### src/logic/drive_comm_pkg.sv
`default_nettype none
package drive_comm_pkg;

  // ************************************************************
  // register word addresses
  // ************************************************************
  localparam logic [15:0] ADDR_REPLY_DELAY  = 16'h030E;
  localparam logic [15:0] ADDR_MONITOR_MODE = 16'h0310;
  localparam logic [15:0] ADDR_SYNC_TUNING  = 16'h0312;
  localparam logic [15:0] ADDR_FAULT_LATEST = 16'h0400;
  localparam logic [15:0] ADDR_FAULT_PREV1  = 16'h0402;
  localparam logic [15:0] ADDR_FAULT_PREV2  = 16'h0404;

  // ************************************************************
  // reset values
  // ************************************************************
  localparam logic [15:0] RST_REPLY_DELAY  = 16'h0000;
  localparam logic [15:0] RST_MONITOR_MODE = 16'h0000;
  localparam logic [15:0] RST_SYNC_TUNING  = 16'h57A1;
  localparam logic [31:0] RST_FAULT        = 32'h0000_0000;

  // ************************************************************
  // field layout
  // ************************************************************
  localparam int NIB_W         = 4;
  localparam int MON_MODE_LSB  = 0;
  localparam int MON_INT_LSB   = 4;
  localparam int SYNC_STEP_LSB = 0;
  localparam int SYNC_DEAD_LSB = 4;
  localparam int SYNC_TGT_LSB  = 8;
  localparam int SYNC_ERR_LSB  = 12;
  localparam int WORD_W        = 16;

  // ************************************************************
  // field limits
  // ************************************************************
  localparam logic [15:0] REPLY_DELAY_MAX = 16'h03E8;
  localparam logic [3:0]  MON_MODE_MAX    = 4'h3;
  localparam logic [3:0]  STEP_MIN        = 4'h1;
  localparam logic [3:0]  TGT_MAX         = 4'h9;
  localparam logic [3:0]  ERR_MIN         = 4'h1;
  localparam logic [3:0]  ERR_MAX         = 4'h9;
  localparam logic [15:0] TGT_BASE_US     = 16'h0190;
  localparam logic [15:0] TGT_STEP_US     = 16'h000A;
  localparam logic [15:0] ERR_UNIT_US     = 16'h000A;

  // ************************************************************
  // timing
  // ************************************************************
  localparam int CLK_PERIOD_NS = 50;
  localparam int NS_PER_S      = 1_000_000_000;
  localparam int MS_UNIT_NS    = 1_000_000;
  localparam int MS_CYCLES     = MS_UNIT_NS / CLK_PERIOD_NS;
  localparam int HS4_RATE_HZ   = 8000;
  localparam int HS2_RATE_HZ   = 16000;
  localparam int HS4_CYCLES    = NS_PER_S / (HS4_RATE_HZ * CLK_PERIOD_NS);
  localparam int HS2_CYCLES    = NS_PER_S / (HS2_RATE_HZ * CLK_PERIOD_NS);

  // ************************************************************
  // channel counts and modes
  // ************************************************************
  localparam int CH_NUM     = 4;
  localparam int CH_HS2_NUM = 2;

  typedef enum logic [1:0] {
    MON_OFF = 2'h0,
    MON_LOW = 2'h1,
    MON_HS4 = 2'h2,
    MON_HS2 = 2'h3
  } mon_mode_t;

  typedef enum logic [1:0] {
    PUSH_IDLE = 2'b01,
    PUSH_BUSY = 2'b10
  } push_state_t;

  typedef enum logic [1:0] {
    REPLY_IDLE = 2'b01,
    REPLY_WAIT = 2'b10
  } reply_state_t;

endpackage
`default_nettype wire

### src/logic/stream_if.sv
`timescale 1ns/1ps
`default_nettype none
interface stream_if #(
  parameter int W = 16
) ();
  logic         valid;
  logic         ready;
  logic [W-1:0] data;

  modport prod (output valid, output data, input ready);
  modport cons (input valid, input data, output ready);
endinterface
`default_nettype wire

### src/logic/stream_fifo.sv
`timescale 1ns/1ps
`default_nettype none
module stream_fifo #(
  parameter int W     = 16,
  parameter int DEPTH = 16
) (
  input  wire logic clk_i,
  input  wire logic sys_rst_i,
  stream_if.cons    in_s,
  stream_if.prod    out_s
);
  localparam int AW = $clog2(DEPTH);
  localparam logic [AW:0] FULL_CNT = (AW+1)'(DEPTH);

  logic [W-1:0]  mem [DEPTH];
  logic [AW-1:0] wr_q;
  logic [AW-1:0] rd_q;
  logic [AW:0]   cnt_q;
  logic          push;
  logic          pop;

  assign in_s.ready  = (cnt_q != FULL_CNT);
  assign out_s.valid = (cnt_q != '0);
  assign out_s.data  = mem[rd_q];
  assign push        = in_s.valid & in_s.ready;
  assign pop         = out_s.valid & out_s.ready;

  always_ff @(posedge clk_i) begin
    if (push) begin
      mem[wr_q] <= in_s.data;
    end
  end

  // ************************************************************
  // pointers and fill level
  // ************************************************************
  always_ff @(posedge clk_i or posedge sys_rst_i) begin
    if (sys_rst_i) begin
      wr_q  <= '0;
      rd_q  <= '0;
      cnt_q <= '0;
    end else begin
      if (push) begin
        wr_q <= wr_q + 1'b1;
      end
      if (pop) begin
        rd_q <= rd_q + 1'b1;
      end
      case ({push, pop})
        2'b10:   cnt_q <= cnt_q + 1'b1;
        2'b01:   cnt_q <= cnt_q - 1'b1;
        default: cnt_q <= cnt_q;
      endcase
    end
  end
endmodule
`default_nettype wire

### src/logic/drive_comm_monitor_sync_params.sv
`timescale 1ns/1ps
`default_nettype none
// Behaviour
// - reply held back 0..1000 ms
// - mode 0..3, zero stops monitoring
// - mode 1: four channels, interval field
// - mode 2: four channels, 8000 per second
// - mode 3: two channels, 16000 per second
// - nonzero interval L: message every L ms
// - low-speed message: four 16-bit values
// - low speed only in mode 1, L nonzero
// - clock step limited to step field
// - no correction inside dead zone
// - target time 400 plus 10 times T
// - locked when deviation below window of 10us times error field
// - record: alarm low, bus code high
// - latest and older records kept apart
module drive_comm_monitor_sync_params #(
  parameter int MS_CYC      = drive_comm_pkg::MS_CYCLES,
  parameter int FIFO_DEPTH  = 16,
  parameter int FAULT_DEPTH = 3
) (
  input  wire logic        clk_i,
  input  wire logic        sys_rst_i,
  input  wire logic [15:0] reg_addr_i,
  input  wire logic        reg_wr_i,
  input  wire logic        reg_rd_i,
  input  wire logic [31:0] reg_wdata_i,
  output logic      [31:0] reg_rdata_o,
  output logic             reg_ack_o,
  output logic             reg_err_o,
  input  wire logic        reply_req_i,
  output logic             reply_go_o,
  output logic             reply_busy_o,
  input  wire logic [63:0] ch_data_i,
  output logic      [15:0] mon_data_o,
  output logic             mon_valid_o,
  input  wire logic        mon_ready_i,
  input  wire logic        sync_meas_valid_i,
  input  wire logic [15:0] sync_meas_us_i,
  output logic             corr_valid_o,
  output logic signed [7:0] corr_step_us_o,
  output logic             sync_locked_o,
  input  wire logic        fault_i,
  input  wire logic [15:0] fault_alarm_i,
  input  wire logic [15:0] fault_can_i
);

  // ************************************************************
  // register file
  // ************************************************************
  logic [15:0]  reply_delay_q;
  logic [15:0]  monitor_mode_q;
  logic [15:0]  sync_tuning_q;
  logic [31:0]  fault_q [FAULT_DEPTH];
  logic [3:0]   wr_mode;
  logic [3:0]   wr_int;
  logic [3:0]   wr_step;
  logic [3:0]   wr_dead;
  logic [3:0]   wr_tgt;
  logic [3:0]   wr_err;
  logic         addr_hit;
  logic         addr_ro;
  logic [31:0]  rd_mux;

  always_comb begin
    wr_mode = reg_wdata_i[drive_comm_pkg::MON_MODE_LSB +: drive_comm_pkg::NIB_W];
    wr_int  = reg_wdata_i[drive_comm_pkg::MON_INT_LSB +: drive_comm_pkg::NIB_W];
    wr_step = reg_wdata_i[drive_comm_pkg::SYNC_STEP_LSB +: drive_comm_pkg::NIB_W];
    wr_dead = reg_wdata_i[drive_comm_pkg::SYNC_DEAD_LSB +: drive_comm_pkg::NIB_W];
    wr_tgt  = reg_wdata_i[drive_comm_pkg::SYNC_TGT_LSB +: drive_comm_pkg::NIB_W];
    wr_err  = reg_wdata_i[drive_comm_pkg::SYNC_ERR_LSB +: drive_comm_pkg::NIB_W];
    if (wr_step < drive_comm_pkg::STEP_MIN) begin
      wr_step = drive_comm_pkg::STEP_MIN;
    end
    if (wr_tgt > drive_comm_pkg::TGT_MAX) begin
      wr_tgt = drive_comm_pkg::TGT_MAX;
    end
    if (wr_err < drive_comm_pkg::ERR_MIN) begin
      wr_err = drive_comm_pkg::ERR_MIN;
    end else if (wr_err > drive_comm_pkg::ERR_MAX) begin
      wr_err = drive_comm_pkg::ERR_MAX;
    end
  end

  always_comb begin
    addr_hit = 1'b1;
    addr_ro  = 1'b0;
    rd_mux   = 32'h0000_0000;
    case (reg_addr_i)
      drive_comm_pkg::ADDR_REPLY_DELAY:  rd_mux = {16'h0000, reply_delay_q};
      drive_comm_pkg::ADDR_MONITOR_MODE: rd_mux = {16'h0000, monitor_mode_q};
      drive_comm_pkg::ADDR_SYNC_TUNING:  rd_mux = {16'h0000, sync_tuning_q};
      drive_comm_pkg::ADDR_FAULT_LATEST: begin
        rd_mux  = fault_q[0];
        addr_ro = 1'b1;
      end
      drive_comm_pkg::ADDR_FAULT_PREV1: begin
        rd_mux  = fault_q[1];
        addr_ro = 1'b1;
      end
      drive_comm_pkg::ADDR_FAULT_PREV2: begin
        rd_mux  = fault_q[2];
        addr_ro = 1'b1;
      end
      default: addr_hit = 1'b0;
    endcase
  end

  always_ff @(posedge clk_i or posedge sys_rst_i) begin
    if (sys_rst_i) begin
      reply_delay_q  <= drive_comm_pkg::RST_REPLY_DELAY;
      monitor_mode_q <= drive_comm_pkg::RST_MONITOR_MODE;
      sync_tuning_q  <= drive_comm_pkg::RST_SYNC_TUNING;
    end else if (reg_wr_i) begin
      case (reg_addr_i)
        drive_comm_pkg::ADDR_REPLY_DELAY: begin
          if (reg_wdata_i[15:0] > drive_comm_pkg::REPLY_DELAY_MAX) begin
            reply_delay_q <= drive_comm_pkg::REPLY_DELAY_MAX;
          end else begin
            reply_delay_q <= reg_wdata_i[15:0];
          end
        end
        drive_comm_pkg::ADDR_MONITOR_MODE: begin
          if (wr_mode <= drive_comm_pkg::MON_MODE_MAX) begin
            monitor_mode_q <= {8'h00, wr_int, wr_mode};
          end
        end
        drive_comm_pkg::ADDR_SYNC_TUNING: begin
          sync_tuning_q <= {wr_err, wr_tgt, wr_dead, wr_step};
        end
        default: begin
        end
      endcase
    end
  end

  always_ff @(posedge clk_i or posedge sys_rst_i) begin
    if (sys_rst_i) begin
      reg_rdata_o <= 32'h0000_0000;
      reg_ack_o   <= 1'b0;
      reg_err_o   <= 1'b0;
    end else begin
      reg_ack_o   <= reg_wr_i | reg_rd_i;
      reg_err_o   <= (reg_wr_i | reg_rd_i) & (~addr_hit | (reg_wr_i & addr_ro));
      reg_rdata_o <= (reg_rd_i & addr_hit) ? rd_mux : 32'h0000_0000;
    end
  end

  // ************************************************************
  // fault history
  // ************************************************************
  always_ff @(posedge clk_i or posedge sys_rst_i) begin
    if (sys_rst_i) begin
      for (int i = 0; i < FAULT_DEPTH; i++) begin
        fault_q[i] <= drive_comm_pkg::RST_FAULT;
      end
    end else if (fault_i) begin
      for (int i = FAULT_DEPTH - 1; i > 0; i--) begin
        fault_q[i] <= fault_q[i-1];
      end
      fault_q[0] <= {fault_can_i, fault_alarm_i};
    end
  end

  // ************************************************************
  // reply delay
  // ************************************************************
  drive_comm_pkg::reply_state_t reply_st_q;
  logic [31:0]  reply_sub_q;
  logic [15:0]  reply_ms_q;

  always_ff @(posedge clk_i or posedge sys_rst_i) begin
    if (sys_rst_i) begin
      reply_st_q  <= drive_comm_pkg::REPLY_IDLE;
      reply_sub_q <= 32'h0000_0000;
      reply_ms_q  <= 16'h0000;
      reply_go_o  <= 1'b0;
      reply_busy_o <= 1'b0;
    end else begin
      reply_go_o <= 1'b0;
      case (reply_st_q)
        drive_comm_pkg::REPLY_IDLE: begin
          if (reply_req_i) begin
            if (reply_delay_q == 16'h0000) begin
              reply_go_o <= 1'b1;
            end else begin
              reply_st_q  <= drive_comm_pkg::REPLY_WAIT;
              reply_busy_o <= 1'b1;
              reply_sub_q <= 32'h0000_0000;
              reply_ms_q  <= reply_delay_q;
            end
          end
        end
        drive_comm_pkg::REPLY_WAIT: begin
          if (reply_sub_q == 32'(MS_CYC - 1)) begin
            reply_sub_q <= 32'h0000_0000;
            if (reply_ms_q == 16'h0001) begin
              reply_go_o <= 1'b1;
              reply_busy_o <= 1'b0;
              reply_st_q <= drive_comm_pkg::REPLY_IDLE;
            end
            reply_ms_q <= reply_ms_q - 16'h0001;
          end else begin
            reply_sub_q <= reply_sub_q + 32'h0000_0001;
          end
        end
        default: reply_st_q <= drive_comm_pkg::REPLY_IDLE;
      endcase
    end
  end

  // ************************************************************
  // monitor sample timing
  // ************************************************************
  drive_comm_pkg::mon_mode_t mode;
  logic [3:0]  interval;
  logic        mon_on;
  logic [31:0] period;
  logic [31:0] mon_sub_q;
  logic [3:0]  mon_ms_q;
  logic        tick;

  assign mode     = drive_comm_pkg::mon_mode_t'(monitor_mode_q[drive_comm_pkg::MON_MODE_LSB +: 2]);
  assign interval = monitor_mode_q[drive_comm_pkg::MON_INT_LSB +: drive_comm_pkg::NIB_W];

  always_comb begin
    case (mode)
      drive_comm_pkg::MON_LOW: begin
        mon_on = (interval != 4'h0);
        period = 32'(MS_CYC);
      end
      drive_comm_pkg::MON_HS4: begin
        mon_on = 1'b1;
        period = 32'(drive_comm_pkg::HS4_CYCLES);
      end
      drive_comm_pkg::MON_HS2: begin
        mon_on = 1'b1;
        period = 32'(drive_comm_pkg::HS2_CYCLES);
      end
      default: begin
        mon_on = 1'b0;
        period = 32'(MS_CYC);
      end
    endcase
  end

  always_ff @(posedge clk_i or posedge sys_rst_i) begin
    if (sys_rst_i) begin
      mon_sub_q <= 32'h0000_0000;
      mon_ms_q  <= 4'h0;
      tick      <= 1'b0;
    end else begin
      tick <= 1'b0;
      if (!mon_on || (reg_wr_i && reg_addr_i == drive_comm_pkg::ADDR_MONITOR_MODE)) begin
        mon_sub_q <= 32'h0000_0000;
        mon_ms_q  <= 4'h0;
      end else if (mon_sub_q >= period - 32'h0000_0001) begin
        mon_sub_q <= 32'h0000_0000;
        if (mode != drive_comm_pkg::MON_LOW) begin
          tick <= 1'b1;
        end else if (mon_ms_q >= interval - 4'h1) begin
          mon_ms_q <= 4'h0;
          tick     <= 1'b1;
        end else begin
          mon_ms_q <= mon_ms_q + 4'h1;
        end
      end else begin
        mon_sub_q <= mon_sub_q + 32'h0000_0001;
      end
    end
  end

  // ************************************************************
  // sample set into fifo
  // ************************************************************
  stream_if #(.W(drive_comm_pkg::WORD_W)) push_s ();
  stream_if #(.W(drive_comm_pkg::WORD_W)) pop_s ();

  drive_comm_pkg::push_state_t push_st_q;
  logic [63:0] snap_q;
  logic [1:0]  ch_idx_q;
  logic [1:0]  ch_last_q;

  assign push_s.valid = (push_st_q == drive_comm_pkg::PUSH_BUSY);
  assign push_s.data  = snap_q[ch_idx_q*drive_comm_pkg::WORD_W +: drive_comm_pkg::WORD_W];

  always_ff @(posedge clk_i or posedge sys_rst_i) begin
    if (sys_rst_i) begin
      push_st_q <= drive_comm_pkg::PUSH_IDLE;
      snap_q    <= 64'h0000_0000_0000_0000;
      ch_idx_q  <= 2'h0;
      ch_last_q <= 2'h0;
    end else begin
      case (push_st_q)
        drive_comm_pkg::PUSH_IDLE: begin
          if (tick && mon_on) begin
            snap_q    <= ch_data_i;
            ch_idx_q  <= 2'h0;
            ch_last_q <= (mode == drive_comm_pkg::MON_HS2) ?
                         2'(drive_comm_pkg::CH_HS2_NUM - 1) :
                         2'(drive_comm_pkg::CH_NUM - 1);
            push_st_q <= drive_comm_pkg::PUSH_BUSY;
          end
        end
        drive_comm_pkg::PUSH_BUSY: begin
          if (!mon_on) begin
            push_st_q <= drive_comm_pkg::PUSH_IDLE;
          end else if (push_s.ready) begin
            ch_idx_q <= ch_idx_q + 2'h1;
            if (ch_idx_q == ch_last_q) begin
              push_st_q <= drive_comm_pkg::PUSH_IDLE;
            end
          end
        end
        default: push_st_q <= drive_comm_pkg::PUSH_IDLE;
      endcase
    end
  end

  stream_fifo #(
    .W     (drive_comm_pkg::WORD_W),
    .DEPTH (FIFO_DEPTH)
  ) u_fifo (
    .clk_i     (clk_i),
    .sys_rst_i (sys_rst_i),
    .in_s      (push_s),
    .out_s     (pop_s)
  );

  assign pop_s.ready = ~mon_valid_o | mon_ready_i;

  always_ff @(posedge clk_i or posedge sys_rst_i) begin
    if (sys_rst_i) begin
      mon_valid_o <= 1'b0;
      mon_data_o  <= 16'h0000;
    end else if (pop_s.ready) begin
      mon_valid_o <= pop_s.valid;
      if (pop_s.valid) begin
        mon_data_o <= pop_s.data;
      end
    end
  end

  // ************************************************************
  // synchronisation tuner
  // ************************************************************
  logic [3:0]         f_step;
  logic [3:0]         f_dead;
  logic [3:0]         f_tgt;
  logic [3:0]         f_err;
  logic [15:0]        target_us;
  logic [15:0]        window_us;
  logic signed [16:0] dev;
  logic [16:0]        dev_abs;
  logic [7:0]         step_mag;

  always_comb begin
    f_step    = sync_tuning_q[drive_comm_pkg::SYNC_STEP_LSB +: drive_comm_pkg::NIB_W];
    f_dead    = sync_tuning_q[drive_comm_pkg::SYNC_DEAD_LSB +: drive_comm_pkg::NIB_W];
    f_tgt     = sync_tuning_q[drive_comm_pkg::SYNC_TGT_LSB +: drive_comm_pkg::NIB_W];
    f_err     = sync_tuning_q[drive_comm_pkg::SYNC_ERR_LSB +: drive_comm_pkg::NIB_W];
    target_us = 16'(drive_comm_pkg::TGT_BASE_US + drive_comm_pkg::TGT_STEP_US * f_tgt);
    window_us = 16'(drive_comm_pkg::ERR_UNIT_US * f_err);
    dev       = $signed({1'b0, sync_meas_us_i}) - $signed({1'b0, target_us});
    dev_abs   = dev[16] ? 17'(-dev) : 17'(dev);
    step_mag  = (dev_abs > 17'(f_step)) ? {4'h0, f_step} : dev_abs[7:0];
  end

  always_ff @(posedge clk_i or posedge sys_rst_i) begin
    if (sys_rst_i) begin
      corr_valid_o   <= 1'b0;
      corr_step_us_o <= 8'sh00;
      sync_locked_o  <= 1'b0;
    end else begin
      corr_valid_o <= 1'b0;
      if (sync_meas_valid_i) begin
        sync_locked_o <= (dev_abs < 17'(window_us));
        if (dev_abs > 17'(f_dead)) begin
          corr_valid_o   <= 1'b1;
          corr_step_us_o <= dev[16] ? -$signed(step_mag) : $signed(step_mag);
        end
      end
    end
  end

endmodule
`default_nettype wire

### config.mk
export PLATFORM = sky130hd
export DESIGN_NAME = drive_comm_monitor_sync_params
export DESIGN_NICKNAME = d
export VERILOG_FILES = /design/src/logic/drive_comm_pkg.sv /design/src/logic/stream_if.sv /design/src/logic/stream_fifo.sv /design/src/logic/drive_comm_monitor_sync_params.sv
export SDC_FILE = /design/constraint.sdc
export NUM_CORES = 1
export LEC_CHECK = 0
export ABC_AREA = 0
export ABC_CLOCK_PERIOD_IN_PS = 14750
export BUFFER_PORTS_ARGS = -buffer_cell sky130_fd_sc_hd__buf_4
export CAP_MARGIN = 20
export CORE_MARGIN = 2
export CORE_UTILIZATION = 50
export CTS_CLUSTER_DIAMETER = 150
export CTS_CLUSTER_SIZE = 10
export DETAILED_ROUTE_END_ITERATION = 8
export GPL_ROUTABILITY_DRIVEN = 1
export PLACE_DENSITY = 0.69
export SLEW_MARGIN = 25
export SYNTH_ARGS = -nofsm -noshare
export SYNTH_HDL_FRONTEND = slang
export SYNTH_SLANG_ARGS = --single-unit
### constraint.sdc
create_clock -name clk_i -period 14.75 [get_ports clk_i]
set_input_delay 2.2125 -clock clk_i [delete_from_list [all_inputs] [get_ports clk_i]]
set_output_delay 2.2125 -clock clk_i [all_outputs]
set_load 0.005 [all_outputs]
==> out/qor.csv, run 1 <==
stage;metric;value;unit
outcome;outcome;completed;
clocking;clock_sinks;625;
min_path;hp-class;flop to flop;
clocking;post_cts_resized;0;
placed_design;io_buffers;214;
global_route;met1_usage;0.293;
synth;yosysSeqAreaShare;0.604;
drt;antenna_left;0;
power;powerDensity;124;nW/µm²
setup_path;reg2reg_depth;25;
power;seqPwrFrac;0.487;
global_route;antenna_found_initial;3;
power;ir_worst_vdd;113;µV
synth;yosys.cell_types.count;87;
synth;synth_top_area_cell;dfrtp_1;
synth;synth_flop_cell;dfrtp_1;
synth;avgSynthCellArea;14.2;µm²
sta;fmax;144;MHz
global_route;grt_use_met2;0.379;
floorplan;die_w;241;µm
global_route;grt_overflow;0;
clocking;cts_setup_buffers;0;
floorplan;ios;231;
power;p_comb_frac;0.113;
run;drv_cap;0;
clocking;cts_hold_buf;0;
clocking;clock_latency;0.61;ns
clocking;clockRootBuffer;clkbuf_16;
floorplan;row_count;86;
power;finalPower;4030;µW
floorplan;initial_utilization;0.507;
synth;synth_area_leaders;dfrtp_1 (32%), edfxtp_1 (27%), mux2_2 (9.0%);
setup_path;path_max_fanout;8;
setup_path;r2r-start;sync_tuning_q[9]$_DFFE_PP1P_;
min_path;hold_end;monitor_mode_q[2]$_DFFE_PP0P_;
synth;synth_cells;1968;
synth;ys.warnings.count;0;
setup_path;critPathCaptureType;flop;
clocking;cts_buffers;72;
setup_path;rr_endpoint;corr_step_us_o[1]$_DFFE_PP0P_;
global_route;gr-usage-met3;0.0451;
power;internal_power;3040;µW
clocking;cts_tree;built;
min_path;hold_depth;1;
setup_path;arrival;7.47;ns
power;power_frac_clock;0.401;
synth;synthesis.area;28000;µm²
global_route;grtUsageTotal;0.223;
sta;rsz0062_at_grt;false;
floorplan;core;55300;µm²
setup_path;slowest_stage;a211oi_1;
setup_path;critPathLaunchType;primary input;
setup_path;crit_top_cell;ha_1;
drt;vias_per_cell;5.76;
drt;drt-initial-drc-count;1353;
drt;dr.pass1.iters;8;
drt;wl;63.6;mm
setup_path;cp_num_buf_inv;1;
power;switching_share;0.246;
clocking;clk_pin_slew;0.06;ns
clocking;clockBufferDepth;3;
sta;fin_skew;0.0370;ns
finish;layout.nets;2450;
synth;yosysMostFrequentCell;dfrtp_1;
drt;vias;17300;
sta;slew_viol_final;0;
sta;relSlewSlack;0.282;
drt;route.detailed.drc;0;
floorplan;die_h;241;µm
synth;synth_edf_count;256;
sta;finalSetupViolCount;0;
min_path;min_from;monitor_mode_q[2]$_DFFE_PP0P_;
sta;finalCritPeriodShare;0.472;
clocking;htreeDepth;3;
global_route;grt_start_max_net_pins;98;
drt;detail_route.wl_per_cell;21.2;µm
setup_path;path_class;primary input to flop;
synth;async_flop_share;0.590;
setup_path;worstPathCellList;buf_4 > ha_1 > ha_1 > a211oi_1 > nor4_2 > nor3_2 > nand2_1 > nor2_1 > xnor2_1 > ha_1 > o21ai_0 > nand2b_1 > a21oi_1 > a41o_2 > o311ai_0 > nor4_4 > mux2i_1 > ha_1 > nand2_1 > o21ai_1 > mux2_2;
power;p_sw;993;µW
setup_path;timing.reg2reg.setup_slack;8.11;ns
finish;area_growth;16.3;%
global_route;grt_pass1_wl;99.7;mm
finish;drive_gt1_frac;0.312;
sta;worst_pin_slew;1.08;ns
synth;synth.top_cells.by_count;dfrtp_1 (359), edfxtp_1 (256), mux2_2 (225), mux4_2 (96), nand2_1 (92);
setup_path;max_stage_delay;0.59;ns
setup_path;required;15.25;ns
synth;synth_top_area_frac;0.320;
setup_path;crit_family;simple AND/OR/NAND/NOR gates;
placed_design;hpwlAfterDp;40.6;mm
synth;synth-seq-cells;625;
floorplan;die_area;58000;µm²
sta;fin_crit;6.96;ns
placed_design;place_congestion;0.864;
global_route;grt-busiest-layer;met2;
power;p_leak;0.0140;µW
sta;hold_viol_final;0;
sta;fin_setup_tns;0;ns
global_route;grt_pass1_vias;18100;
[cell usage in the layout, fill, tap and decap left out, drive strengths merged, types with 26 or more instances in the layout]
master	Yosys	routed
dfrtp	359	359
edfxtp	256	256
buf	20	234
mux2	225	225
clkbuf	67	111
mux4	96	96
nand2	92	92
nor2	88	88
a21oi	81	81
ha	75	75
inv	72	73
o21ai	63	63
a22oi	41	41
xor2	35	35
xnor2	34	34
nand3	31	31
nor3	28	28
nor2b	26	26
and2	26	26
[cell families after synthesis]
logic type | count (synthesis) | synth area share
flops | 625 | 0.604
fa+ha+maj | 79 | 0.0363
buf+inv | 159 | 0.0220
xor+xnor | 69 | 0.0218
compound gates | 284 | 0.0668
other cells | 2 | 0.000268
mux | 327 | 0.170
simple gates | 423 | 0.0793
[metal layers]
layer,up-vias,part of all wire
li1,7865,-
met1,8807,0.42
met2,495,0.51
met3,96,0.057
met4,4,0.020
met5,-,0.00041
[power by group through the flow]
| stage | combinational (µW) | clock (µW) | sequential (µW) |
|---|---|---|---|
| after floorplan | 358 | 0 | 1940 |
| after global placement | 450 | 0 | 1990 |
| after detailed placement | 461 | 0 | 2000 |
| after CTS | 462 | 1650 | 1960 |
| after global routing | 500 | 1720 | 1970 |
| final | 455 | 1610 | 1960 |
[flip-flops by register name, indices dropped and copies added, names as in the netlist, 2 cells and up]
name	flops
reply_delay_q	16
reg_rdata_o	32
corr_step_us_o	8
reply_st_q	2
snap_q	64
mon_ms_q	4
mon_sub_q	32
u_fifo.mem	256
reply_ms_q	16
u_fifo.rd_q	4
u_fifo.wr_q	4
u_fifo.cnt_q	5
monitor_mode_q	8
ch_idx_q	2
fault_q	96
ch_last_q	2
mon_data_o	16
sync_tuning_q	16
push_st_q	2
reply_sub_q	32
[worst max-delay path by stage]
stage | startpoint | end | slack [ns] | cells after the start
2_1_floorplan | sys_rst_i | ch_idx_q[0]$_DFFE_PP0P_ | 2.31 | 1
3_3_place_gp | sync_meas_us_i[2] | corr_step_us_o[1]$_DFFE_PP0P_ | 7.39 | 21
3_5_place_dp | sync_meas_us_i[2] | corr_step_us_o[1]$_DFFE_PP0P_ | 7.17 | 21
4_1_cts | sync_meas_us_i[2] | corr_step_us_o[1]$_DFFE_PP0P_ | 7.87 | 21
5_1_grt | sync_meas_us_i[2] | corr_step_us_o[1]$_DFFE_PP0P_ | 7.45 | 21
6_report | sync_meas_us_i[2] | corr_step_us_o[1]$_DFFE_PP0P_ | 7.79 | 21
[worst register-to-register path: stages (launching register included)]
cell and delay [ns]:
dfstp_2 0.57, ha_1 0.25, ha_1 0.23, fa_1 0.38, xor2_1 0.18, ha_1 0.29, inv_1 0.04, ha_1 0.50
nand3_1 0.21, nor4_2 0.43, nor3_2 0.18, nand2_1 0.24, nor2_1 0.08, xnor2_1 0.47, ha_1 0.35, o21ai_0 0.08
nand2b_1 0.07, a21oi_1 0.14, a41o_2 0.12, o311ai_0 0.19, nor4_4 0.52, mux2i_1 0.32, ha_1 0.26, nand2_1 0.05
o21ai_1 0.10, mux2_2 0.28
[cell type report]
| type | instances | area (µm²) |
|---|---|---|
| sequential | 625 | 16900 |
| antenna | 1 | 2.50 |
| fill | 4343 | 22700 |
| timing repair buffer | 234 | 1770 |
| tap | 748 | 936 |
| clock inverter | 7 | 136 |
| multi-input combinational | 1198 | 10600 |
| clock buffer | 111 | 1970 |
| inverter | 72 | 278 |
[metrics by stage]
| step | hold slack, ns | util | instance area, µm² | setup slack [ns] | instances |
|---|---|---|---|---|---|
| 6_report | 0.482 | 0.590 | 32600 | 7.79 | 2996 |
| 5_1_grt | 0.499 | 0.590 | 32600 | 7.45 | 2996 |
| 4_1_cts | 0.488 | 0.589 | 32600 | 7.87 | 2994 |
| 3_5_place_dp | 0.470 | 0.551 | 30500 | 7.17 | 2876 |
| 3_3_place_gp | 0.469 | 0.551 | 30500 | 7.39 | 2876 |
| 2_1_floorplan | 0.452 | - | 28100 | 2.31 | 1982 |
Power figures use the tool's default switching activity.
==> inputs of run 2 (changes only) <==
--- a/config.mk
+++ b/config.mk
@@ -6,7 +6,7 @@
 export NUM_CORES = 1
 export LEC_CHECK = 0
 export ABC_AREA = 0
-export ABC_CLOCK_PERIOD_IN_PS = 14750
+export ABC_CLOCK_PERIOD_IN_PS = 7100
 export BUFFER_PORTS_ARGS = -buffer_cell sky130_fd_sc_hd__buf_4
 export CAP_MARGIN = 20
 export CORE_MARGIN = 2
==> constraint.sdc (replaced) <==
create_clock -name clk_i -period 7.1 [get_ports clk_i]
set_input_delay 1.065 -clock clk_i [delete_from_list [all_inputs] [get_ports clk_i]]
set_output_delay 1.065 -clock clk_i [all_outputs]
set_load 0.005 [all_outputs]
==> out/qor.csv, run 2 (synthesis results as in run 1) <==
stage;metric;value;unit;change
outcome;outcome;completed;;unchanged
global_route;grtUsageTotal;0.223;;about the same
sta;whs;0.487;ns;was 0.482 ns
setup_path;arrival;6.99;ns;was 7.47 ns
clocking;clockBufferDepth;3;;unchanged
power;powerDensity;257;nW/µm²;was 124 nW/µm²
clocking;clock_latency;0.62;ns;was 0.61 ns
setup_path;path_max_fanout;13;;was 8
global_route;grt_pass1_vias;18000;;was 18100
finish;largest-register;u_fifo.mem;;unchanged
drt;wl;63.6;mm;about the same
clocking;cts_buffers;72;;unchanged
setup_path;slowest_stage;dfstp_2;;was a211oi_1
power;p_leak;0.0140;µW;about the same
setup_path;required;7.58;ns;was 15.25 ns
sta;relSlewSlack;0.315;;was 0.282
finish;area_growth;16.4;%;was 16.3%
drt;vias;17300;;about the same
floorplan;core;55300;µm²;unchanged
clocking;htreeDepth;3;;unchanged
sta;slew_viol_final;0;;unchanged
finish;drive_gt1_frac;0.312;;about the same
setup_path;critPathCaptureType;flop;;unchanged
clocking;cts_setup_buffers;0;;unchanged
sta;fin_crit;6.51;ns;
drt;detail_route.wl_per_cell;21.2;µm;about the same
setup_path;crit_top_cell;ha_1;;unchanged
clocking;clockRootBuffer;clkbuf_16;;unchanged
sta;worst_pin_slew;1.03;ns;was 1.08 ns
placed_design;place_congestion;0.860;;was 0.864
global_route;grt_overflow;0;;unchanged
setup_path;max_stage_delay;0.56;ns;was 0.59 ns
sta;finalCritPeriodShare;0.917;;
drt;dr.pass1.iters;8;;unchanged
placed_design;hpwlAfterDp;40.9;mm;was 40.6 mm
run;drv_cap;0;;unchanged
setup_path;critPathLaunchType;flop;;was primary input
placed_design;io_buffers;214;;unchanged
floorplan;row_count;86;;unchanged
floorplan;ios;231;;unchanged
global_route;grt_pass1_wl;99.5;mm;was 99.7 mm
clocking;cts_tree;built;;unchanged
finish;layout.nets;2451;;was 2450
clocking;clock_sinks;625;;unchanged
clocking;clk_pin_slew;0.06;ns;about the same
drt;route.detailed.drc;0;;unchanged
power;finalPower;8380;µW;was 4030 µW
global_route;antenna_found_initial;2;;was 3
sta;fmax;154;MHz;
power;ir_worst_vdd;223;µV;was 113 µV
finish;largest_reg_flops;256;;unchanged
sta;hold_viol_final;0;;unchanged
drt;drt-initial-drc-count;1330;;was 1353
clocking;post_cts_resized;0;;unchanged
sta;fin_skew;0.0363;ns;was 0.0370 ns
global_route;grt_start_max_net_pins;168;;was 98
sta;rsz0062_at_grt;false;;unchanged
sta;finalSetupViolCount;0;;unchanged
clocking;cts_hold_buf;0;;unchanged
drt;vias_per_cell;5.76;;about the same
floorplan;die_w;241;µm;unchanged
setup_path;crit_family;adder cells;;was simple AND/OR/NAND/NOR gates
finish;reg.largest.list;u_fifo.mem: 256 flops, fault_q: 96 flops, snap_q: 64 flops;;unchanged
floorplan;die_area;58000;µm²;unchanged
finish;layout_common_cells;dfrtp_1 (355), edfxtp_1 (256), buf_4 (230);;was dfrtp_1 (356), edfxtp_1 (256), buf_4 (231)
setup_path;path_class;flop to flop;;was primary input to flop
setup_path;cp_num_buf_inv;1;;unchanged
min_path;hp-class;flop to flop;;unchanged
floorplan;die_h;241;µm;unchanged
drt;antenna_left;0;;unchanged
floorplan;initial_utilization;0.507;;unchanged
finish;final_common_cell;dfrtp_1;;unchanged
sta;fin_setup_tns;0;ns;unchanged
run 2: cell types whose count changed in the layout (fill, tap and decap cells not counted), moves of 2 or more:
cell | previous run | this run
buf_12 | 0 | 2
buf_8 | 0 | 2
inv_6 | 0 | 3
buf_6 | 3 | 1
clkbuf_1 | 38 | 44
clkinv_8 | 3 | 1
run 2: layout make-up:
cell class | count | area [µm²]
well taps | 748 | 936
multi-input cells | 1198 | 10600
clock buffers | 116 | 1970
flip-flops and latches | 625 | 16900
inverters | 72 | 274
repair buffers | 235 | 1810
clock inverters | 8 | 130
diodes | 1 | 2.50
fillers | 4311 | 22700
run 2: stage by stage:
| step | cells | worst slack (ns) | util | instance area (µm²) |
|---|---|---|---|---|
| floorplan | 1982 | 1.09 | - | 28100 |
| global placement | 2875 | 0.696 | 0.551 | 30500 |
| detailed placement | 2876 | 0.594 | 0.552 | 30500 |
| CTS | 3000 | 0.561 | 0.590 | 32600 |
| global route | 3003 | 0.0906 | 0.590 | 32600 |
| finish | 3003 | 0.592 | 0.590 | 32600 |
run 2: layer usage:
layer,vias to the layer above,GRT usage,routed length (µm),part of all wire
li1,7854,-,-,-
met1,8817,0.293,26300,0.41
met2,508,0.375,31900,0.50
met3,118,0.0477,3670,0.058
met4,2,0.0683,1700,0.027
met5,-,0,13,0.00020
run 2: report_power, final:
group	total, µW	internal, µW	switching, µW
Sequential	4140	3890	247
Combinational	884	499	385
Clock	3360	1910	1450
Total	8380	6300	2080
run 2: worst paths after layout:
kind	startpoint	end	slack, ns	depth (start not counted)
min in group asynchronous	sys_rst_i	reply_sub_q[21]$_DFFE_PP0P_	0.58	2
min	corr_step_us_o[6]$_DFFE_PP0P_	corr_step_us_o[6]$_DFFE_PP0P_	0.49	1
max reg2reg	sync_tuning_q[9]$_DFFE_PP1P_	corr_step_us_o[1]$_DFFE_PP0P_	0.59	25
min reg2reg	corr_step_us_o[6]$_DFFE_PP0P_	corr_step_us_o[6]$_DFFE_PP0P_	0.49	1
max in group asynchronous	sys_rst_i	mon_sub_q[21]$_DFF_PP0_	5.14	3
max	sync_tuning_q[9]$_DFFE_PP1P_	corr_step_us_o[1]$_DFFE_PP0P_	0.59	25
